File: config.mk
export PLATFORM = sky130hd
export DESIGN_NAME = arsc_dev_flat
export DESIGN_NICKNAME = d
export VERILOG_FILES = /design/src/pkg/arsc_pkg.sv /design/src/pkg/arsc_if.sv /design/src/hw/arsc_dev.sv /design/src/hw/arsc_shift.sv /design/src/flat_wrapper.sv
export SDC_FILE = /design/constraint.sdc
export NUM_CORES = 1
export LEC_CHECK = 0
export ABC_CLOCK_PERIOD_IN_PS = 5090
export BUFFER_PORTS_ARGS = -buffer_cell sky130_fd_sc_hd__buf_2
export CAP_MARGIN = 10
export CORE_MARGIN = 2
export CORE_UTILIZATION = 50
export DETAILED_ROUTE_END_ITERATION = 10
export GPL_TIMING_DRIVEN = 1
export PLACE_DENSITY = 0.69
export SLEW_MARGIN = 20
export SYNTH_ARGS = -nofsm -noshare
export SYNTH_HDL_FRONTEND = slang
export SYNTH_SLANG_ARGS = --single-unit
File: constraint.sdc
create_clock -name pclk -period 5.09 [get_ports pclk]
set_input_delay 1.2725 -clock pclk [delete_from_list [all_inputs] [get_ports pclk]]
set_output_delay 1.2725 -clock pclk [all_outputs]
set_load 0.02 [all_outputs]
File: src/pkg/arsc_pkg.sv
// Shared constants for the range/sequencer configuration link
package arsc_pkg;
    localparam int WORD_BITS   = 16;
    // Word field positions, 15 = first bit shifted
    localparam int BIT_WRITE   = 15;
    localparam int BIT_ZERO    = 14;
    localparam int BIT_REGSEL  = 13;
    localparam int BIT_CHADDR  = 10;
    localparam int BIT_CODING  = 5;
    localparam int BIT_REF     = 4;
    localparam int BIT_SEQ_HI  = 3;
    localparam int BIT_SEQ_LO  = 2;
    // Range word: ch0 pair at printed 13/12, ch1 at 9/8 (first bit is 16)
    localparam int RANGE_CH0_HI = 12;
    localparam int RANGE_CH0_LO = 11;
    localparam int RANGE_CH1_HI = 8;
    localparam int RANGE_CH1_LO = 7;
    localparam int RANGE_LATCH_EDGE = 11;
    localparam int CTRL_LATCH_EDGE  = 15;
    localparam logic [5:0] RANGE_RESET = 6'h00;
    localparam logic [1:0] RNG_PM10    = 2'h0;
    localparam logic [1:0] RNG_PM5     = 2'h1;
    localparam logic [1:0] RNG_PM2P5   = 2'h2;
    localparam logic [1:0] RNG_UNI10   = 2'h3;
    // Host timing
    localparam int CLK_MHZ         = 50;
    localparam int SCLK_HALF       = 4;
    localparam int REF_WAIT_US     = 500;
    localparam int REF_WAIT_CYCLES = REF_WAIT_US * CLK_MHZ;
    // Host APB map
    localparam logic [7:0] A_CMD    = 8'h00;
    localparam logic [7:0] A_STATUS = 8'h04;
    localparam logic [7:0] A_LAST   = 8'h08;
endpackage

File: src/pkg/arsc_if.sv
// Serial link between the host controller and the converter logic
`timescale 1ns/1ps
`default_nettype none
interface arsc_if;
    logic cs_n;
    logic sclk;
    logic din;
    modport host (output cs_n, output sclk, output din);
    modport dev  (input cs_n, input sclk, input din);
endinterface
`default_nettype wire

File: src/hw/arsc_dev.sv
// Converter configuration end: range register, reference and sequencer
// Summary of operation
// - Seq bits equal: convert addressed channel
// - Seq 10: sweep channel 0 to final
// - Host starts sequence with seq 10
// - Sequence uses each channel's stored range
// - Sequencing continues without further writes
// - Any seq write other than 10 leaves sequence
// - Range register six bits, write-only
// - Range write needs bits 1,0,1
// - Range pairs at word positions 13/12, 9/8
// - Range codes: 10V, 5V, 2.5V, unipolar
// - Reset range is plus-minus 10 V
// - Selected channel gets its stored range
// - Reference bit 1 picks internal
// - Reference bit resets to external
// - First internal-enable conversion is invalid
// - Host waits 500 us after enabling; arsc_host only flags it in STATUS bit 1 and keeps sending words
// - Decode top three bits; range at 11th
// - Seq bits 3,2; channel bit 10
// - Sequence uses last reference and coding
`timescale 1ns/1ps
`default_nettype none
module arsc_dev (
    input  wire logic  pclk,            // System clock
    input  wire logic  presetn,         // Async reset, low
    arsc_if.dev        link,            // Serial link
    output logic [1:0] input_range_select_ch0, // Range of channel 0
    output logic [1:0] input_range_select_ch1, // Range of channel 1
    output logic       conv_channel,    // Channel of the frame now
    output logic [1:0] conv_range,      // Range applied to it
    output logic       internal_ref,    // Internal reference on
    output logic       straight_binary, // Output coding
    output logic       seq_active,      // Sequencer running
    output logic       result_invalid   // Frame result to discard
);
    // Bits still to come when each register is latched
    localparam int RSH = arsc_pkg::WORD_BITS - arsc_pkg::RANGE_LATCH_EDGE;
    localparam int CSH = arsc_pkg::WORD_BITS - arsc_pkg::CTRL_LATCH_EDGE;

    typedef enum logic [1:0] {
        MODE_SINGLE,
        MODE_SEQ_FIRST,
        MODE_SEQ_RUN
    } arsc_mode_t;

    // Register targeted by a three-bit header
    function automatic logic arsc_is_range(input logic [2:0] hdr);
        return hdr == 3'b101;
    endfunction

    function automatic logic arsc_is_ctrl(input logic [2:0] hdr);
        return hdr == 3'b100;
    endfunction

    // Stored range pair of one channel
    function automatic logic [1:0] arsc_range_of(input logic [5:0] r,
                                                 input logic       ch);
        return ch ? r[1:0] : r[5:4];
    endfunction

    logic [15:0] word;
    logic [4:0]  count;
    logic        fall;
    logic        cs_ff;
    logic [5:0]  range_ff;
    logic [5:0]  nxt_range;
    logic        chaddr_ff;
    logic        ref_ff;
    logic        coding_ff;
    logic        seq_ff;
    arsc_mode_t  mode_ff;
    arsc_mode_t  nxt_mode;
    logic        chan_ff;
    logic        nxt_chan;
    logic [1:0]  crange_ff;
    logic [1:0]  nxt_crange;
    logic        ref_seen_ff;
    logic        invalid_ff;

    arsc_shift u_shift (
        .pclk    (pclk),
        .presetn (presetn),
        .cs_n    (link.cs_n),
        .sclk    (link.sclk),
        .din     (link.din),
        .word    (word),
        .count   (count),
        .fall    (fall)
    );

    // Word as it stands after the current falling edge
    wire [15:0] cur       = {word[14:0], link.din};
    wire [2:0]  range_hdr = cur[arsc_pkg::RANGE_LATCH_EDGE - 1 -: 3];
    wire [2:0]  ctrl_hdr  = cur[arsc_pkg::CTRL_LATCH_EDGE - 1 -: 3];
    wire at_range  = fall && count == 5'(arsc_pkg::RANGE_LATCH_EDGE - 1);
    wire at_ctrl   = fall && count == 5'(arsc_pkg::CTRL_LATCH_EDGE - 1);
    wire range_hit = at_range && arsc_is_range(range_hdr);
    wire ctrl_hit  = at_ctrl && arsc_is_ctrl(ctrl_hdr);

    // Range pairs, shifted down by the bits still to come
    wire [1:0] w_ch0 = {cur[arsc_pkg::RANGE_CH0_HI - RSH],
                        cur[arsc_pkg::RANGE_CH0_LO - RSH]};
    wire [1:0] w_ch1 = {cur[arsc_pkg::RANGE_CH1_HI - RSH],
                        cur[arsc_pkg::RANGE_CH1_LO - RSH]};
    assign nxt_range = {w_ch0, 2'b00, w_ch1};

    // Control word bits, one place down at the 15th fall
    wire c_seq_hi = cur[arsc_pkg::BIT_SEQ_HI - CSH];
    wire c_seq_lo = cur[arsc_pkg::BIT_SEQ_LO - CSH];
    wire c_chaddr = cur[arsc_pkg::BIT_CHADDR - CSH];
    wire c_ref    = cur[arsc_pkg::BIT_REF - CSH];
    wire c_coding = cur[arsc_pkg::BIT_CODING - CSH];

    wire frame_start = cs_ff & ~link.cs_n;
    wire last_chan   = chan_ff == chaddr_ff;
    wire first_ref   = ctrl_hit && c_ref && !ref_seen_ff;
    assign nxt_crange = arsc_range_of(range_ff, nxt_chan);

    // Mode moves on a control write or at the first frame start after entry; 11 counts as single
    always_comb begin
        nxt_mode = mode_ff;
        if (ctrl_hit) begin
            case ({c_seq_hi, c_seq_lo})
                2'b10: begin
                    // Entering restarts at channel 0
                    if (mode_ff == MODE_SINGLE) begin
                        nxt_mode = MODE_SEQ_FIRST;
                    end
                end
                2'b00: begin
                    nxt_mode = MODE_SINGLE;
                end
                default: begin
                    nxt_mode = MODE_SINGLE;
                end
            endcase
        end else if (frame_start && mode_ff == MODE_SEQ_FIRST) begin
            nxt_mode = MODE_SEQ_RUN;
        end
    end

    // Channel for the frame that starts now
    always_comb begin
        case (mode_ff)
            MODE_SEQ_FIRST: nxt_chan = 1'b0;
            MODE_SEQ_RUN:   nxt_chan = last_chan ? 1'b0 : ~chan_ff;
            MODE_SINGLE:    nxt_chan = chaddr_ff;
            default:        nxt_chan = chaddr_ff;
        endcase
    end

    always_ff @(posedge pclk or negedge presetn) begin
        if (!presetn) begin
            cs_ff   <= 1'b1;
            mode_ff <= MODE_SINGLE;
            seq_ff  <= 1'b0;
        end else begin
            cs_ff   <= link.cs_n;
            mode_ff <= nxt_mode;
            seq_ff  <= nxt_mode != MODE_SINGLE;
        end
    end

    always_ff @(posedge pclk or negedge presetn) begin
        if (!presetn) begin
            range_ff <= arsc_pkg::RANGE_RESET;
        end else if (range_hit) begin
            range_ff <= nxt_range;
        end
    end

    always_ff @(posedge pclk or negedge presetn) begin
        if (!presetn) begin
            chaddr_ff <= 1'b0;
            ref_ff    <= 1'b0;
            coding_ff <= 1'b0;
        end else if (ctrl_hit) begin
            chaddr_ff <= c_chaddr;
            ref_ff    <= c_ref;
            coding_ff <= c_coding;
        end
    end

    // Sequencer steps on every frame, written or not
    always_ff @(posedge pclk or negedge presetn) begin
        if (!presetn) begin
            chan_ff   <= 1'b0;
            crange_ff <= 2'h0;
        end else if (frame_start) begin
            chan_ff   <= nxt_chan;
            crange_ff <= nxt_crange;
        end
    end

    // Only the first enable after reset spoils its frame
    always_ff @(posedge pclk or negedge presetn) begin
        if (!presetn) begin
            ref_seen_ff <= 1'b0;
            invalid_ff  <= 1'b0;
        end else begin
            if (first_ref) begin
                ref_seen_ff <= 1'b1;
            end
            if (first_ref) begin
                invalid_ff <= 1'b1;
            end else if (frame_start) begin
                invalid_ff <= 1'b0;
            end
        end
    end

    assign input_range_select_ch0 = range_ff[5:4];
    assign input_range_select_ch1 = range_ff[1:0];
    assign conv_channel    = chan_ff;
    assign conv_range      = crange_ff;
    assign internal_ref    = ref_ff;
    assign straight_binary = coding_ff;
    assign seq_active      = seq_ff;
    assign result_invalid  = invalid_ff;
endmodule
`default_nettype wire

File: src/hw/arsc_shift.sv
// Input shifter: counts falling serial edges and collects the word
`timescale 1ns/1ps
`default_nettype none
module arsc_shift (
    input  wire logic        pclk,     // System clock
    input  wire logic        presetn,  // Async reset, low
    input  wire logic        cs_n,     // Frame select, low active
    input  wire logic        sclk,     // Serial clock, sampled
    input  wire logic        din,      // Serial data
    output logic [15:0]      word,     // Bits shifted so far
    output logic [4:0]       count,    // Falling edges in frame
    output logic             fall      // Falling edge this cycle
);
    logic sclk_ff;
    logic [15:0] word_ff;
    logic [4:0]  count_ff;
    wire fall_w = sclk_ff & ~sclk & ~cs_n;
    always_ff @(posedge pclk or negedge presetn) begin
        if (!presetn) begin
            sclk_ff  <= 1'b1;
            word_ff  <= 16'h0000;
            count_ff <= 5'h00;
        end else begin
            sclk_ff <= sclk;
            if (cs_n) begin
                count_ff <= 5'h00;
            end else if (fall_w && count_ff != 5'h10) begin
                word_ff  <= {word_ff[14:0], din};
                count_ff <= count_ff + 5'h01;
            end
        end
    end
    assign word  = word_ff;
    assign count = count_ff;
    assign fall  = fall_w && count_ff != 5'h10;
endmodule
`default_nettype wire

File: src/flat_wrapper.sv
// flat-port wrapper written by rule: the top's interface ports become plain ports
module arsc_dev_flat 
  (pclk, presetn, input_range_select_ch0, input_range_select_ch1, conv_channel, conv_range, internal_ref, straight_binary, seq_active, result_invalid, link_cs_n, link_sclk, link_din);
  arsc_if link_i ();
  input  wire logic pclk;
  input  wire logic presetn;
  output logic [1:0] input_range_select_ch0;
  output logic [1:0] input_range_select_ch1;
  output logic conv_channel;
  output logic [1:0] conv_range;
  output logic internal_ref;
  output logic straight_binary;
  output logic seq_active;
  output logic result_invalid;
  input wire logic [$bits(link_i.cs_n)-1:0] link_cs_n;
  input wire logic [$bits(link_i.sclk)-1:0] link_sclk;
  input wire logic [$bits(link_i.din)-1:0] link_din;
  assign link_i.cs_n = link_cs_n;
  assign link_i.sclk = link_sclk;
  assign link_i.din = link_din;
  arsc_dev u_core (.pclk(pclk), .presetn(presetn), .link(link_i), .input_range_select_ch0(input_range_select_ch0), .input_range_select_ch1(input_range_select_ch1), .conv_channel(conv_channel), .conv_range(conv_range), .internal_ref(internal_ref), .straight_binary(straight_binary), .seq_active(seq_active), .result_invalid(result_invalid));
endmodule
==> reports/metrics.yaml <==
coreArea_sq_mm: 0.00310
power.switching_mw: 0.159
clockBufferDepth: 2
final_antenna_net_count: 0
mostFrequentLayoutCell: "dfrtp_1"
die_w_um: 61.8
reg2reg_from: "u_core.u_shift.sclk_ff"
netlist_area_sq_mm: 0.00167
fin_skew_ps: 7.56
nets: 150
placed_cell_area_sq_mm: 0.00176
detailed_place_hpwl_um: 1880
synth_edf_count: 0
worstPathArrival_ps: 2900
cts_made_buffers: 5
crit_type: "input pin to register"
power_density_mw_per_mm2: 353
io_pins: 16
cts_setup_buffers: 0
critPathMaxFanout: 17
synth-main-ff-cell: "dfrtp_1"
ir_drop_mv: 0.185
layout_setup_ws_ps: 2420
final_cell_area_sq_mm: 0.00186
outcome: "complete, no violations"
cts_root_buf: "clkbuf_4"
grt_max_degree: 37
place_ws_ps: 2060
clk_latency_ps: 340
sw_frac_of_total: 0.242
drc: 0
worst_setup_path_start_kind: "input pin"
ys_ff_latch: 36
finalSetupTns_ps: 0
end_kind: "register"
synthArstFlopShare: 1.00
grt_pass1_vias: 973
dieArea_sq_mm: 0.00381
most-common-layout-cells: "dfrtp_1, mux2_2, buf_2"
holdWs_ps: 473
ctsHoldBuffers: 0
rows: 20
min_from: "u_core.ref_seen_ff"
antenna_found_initial: 0
htree_levels: 2
synth.net_count: 131
final-hold-violation-count: 0
utilization: 0.599
finalSetupViolations: 0
n_fill_cell: 279
numPortBuffers: 15
worst_hold_path.num_cells: 1
rrSetupSlack_ps: 3000
clock_sinks: 36
via_per_inst: 5.54
synth_cell_types: 33
rsz0062_at_grt: "no"
total_power_mw: 0.657
cts_tree: "yes"
period_share: 0.525
post_cts_resized: 0
syn_inst: 120
first_pass_iters: 4
worstReg2RegEnd: "u_core.u_shift.word[5]"
worst_slew_pin_slew_ps: 770
holdPathEnd: "u_core.result_invalid"
timing.fmax_mhz: 374
drive_above_1_share: 0.379
ff2ff_path_depth: 3
combPwrFrac: 0.123
min_path_type: "register to register"
clkTransAtPathRegs_ps: 110
grt.overflow.total: 0
fin_cells: 184
slew_headroom: 0.487
ys_seq_area_frac: 0.542
p_leak_nw: 0.908
maxCapViolCount: 0
grt_pass1_wl_um: 4690
clockPowerShare: 0.341
routabilityCongestion: 0.726
wl_um: 2670
postSynthAreaPerCell_sq_um: 13.9
critPathRequiredTime_ps: 5320
share_seq_of_total_power: 0.536
yosys_warnings: 0
p_int_mw: 0.498
grt_util_all_layers: 0.175
diodes: 0
place_inst: 176
min_period_ps: 2670
area_growth_pct: 11.4
drtIter0Drc: 77
fp.dieH_um: 61.8
drv_slew: 0
wl_per_cell_um: 14.5
start_util: 0.538
vias: 1020
-- state kept, by name, summed over array words and instances (netlist names) --
register	cells
u_core.chaddr_ff	1
u_core.conv_channel	1
u_core.conv_range	2
u_core.cs_ff	1
u_core.internal_ref	1
u_core.mode_ff	2
u_core.range_ff	4
u_core.ref_seen_ff	1
u_core.result_invalid	1
u_core.seq_active	1
u_core.straight_binary	1
u_core.u_shift.count	5
u_core.u_shift.sclk_ff	1
u_core.u_shift.word	14
-- per-layer routing --
metal | vias to the layer above | wire length (um) | global-route usage
li1 | 470 | - | -
met3 | 5 | 145 | 0.0621
met2 | 31 | 1160 | 0.254
met1 | 514 | 1320 | 0.243
met5 | - | 0 | 0
met4 | 0 | 40 | 0.0638
-- cell families (layout without fill, tap and decap cells) --
logic type | after synthesis | in the layout | share of synthesized area
mux | 27 | 27 | 0.198
fa+ha+maj | 6 | 6 | 0.0450
buf+inv | 11 | 31 | 0.0390
compound gates | 16 | 16 | 0.0818
flops | 36 | 36 | 0.542
simple gates | 24 | 24 | 0.0945
-- synthesized netlist by cell type, types with 2 or more instances --
master | count | area share
a211oi_1 | 2 | 0.0090
inv_1 | 8 | 0.018
a21oi_1 | 2 | 0.0060
nand2_1 | 5 | 0.011
mux2_2 | 16 | 0.11
nor4bb_1 | 3 | 0.018
a21o_1 | 2 | 0.0090
ha_1 | 6 | 0.045
nor3b_1 | 2 | 0.0090
nor2_1 | 2 | 0.0045
nor2b_1 | 2 | 0.0075
o2111ai_1 | 2 | 0.011
nand4_1 | 2 | 0.0075
o211ai_1 | 2 | 0.0090
dfstp_2 | 2 | 0.032
mux2_4 | 8 | 0.072
mux2i_1 | 3 | 0.018
nand2b_1 | 3 | 0.011
dfrtp_1 | 34 | 0.51
-- cell type report --
class | instances | area (sq um) | area share
clock inverter | 1 | 30.0 | 0.0162
sequential | 36 | 903 | 0.486
clock buffer | 7 | 65.1 | 0.0350
multi-input combinational | 73 | 699 | 0.376
inverter | 8 | 30.0 | 0.0162
tap | 44 | 55.1 | 0.0296
timing repair buffer | 15 | 75.1 | 0.0404
-- worst max-delay path by stage --
stage / start / to / cells past startpoint
2_1_floorplan: link_cs_n / u_core.u_shift.count[1] / 5
3_3_place_gp: link_cs_n / u_core.u_shift.word[0] / 4
3_5_place_dp: link_cs_n / u_core.u_shift.word[1] / 4
4_1_cts: link_cs_n / u_core.u_shift.word[5] / 4
5_1_grt: link_cs_n / u_core.u_shift.word[5] / 4
6_report: link_cs_n / u_core.u_shift.word[5] / 4
-- critical path: stages --
cell and delay (ps):
buf_2 150, or3b_4 430, a41oi_4 630, mux2_2 410
-- power by group through the flow --
stage | Combinational [mW] | Clock (mW) | Sequential [mW]
2_1_floorplan | 0.0676 | 0 | 0.347
3_3_place_gp | 0.0790 | 0 | 0.356
3_5_place_dp | 0.0816 | 0 | 0.357
4_1_cts | 0.0825 | 0.230 | 0.352
5_1_grt | 0.0903 | 0.246 | 0.359
6_report | 0.0810 | 0.224 | 0.352
Note: power is estimated with default switching activity, not from simulation.
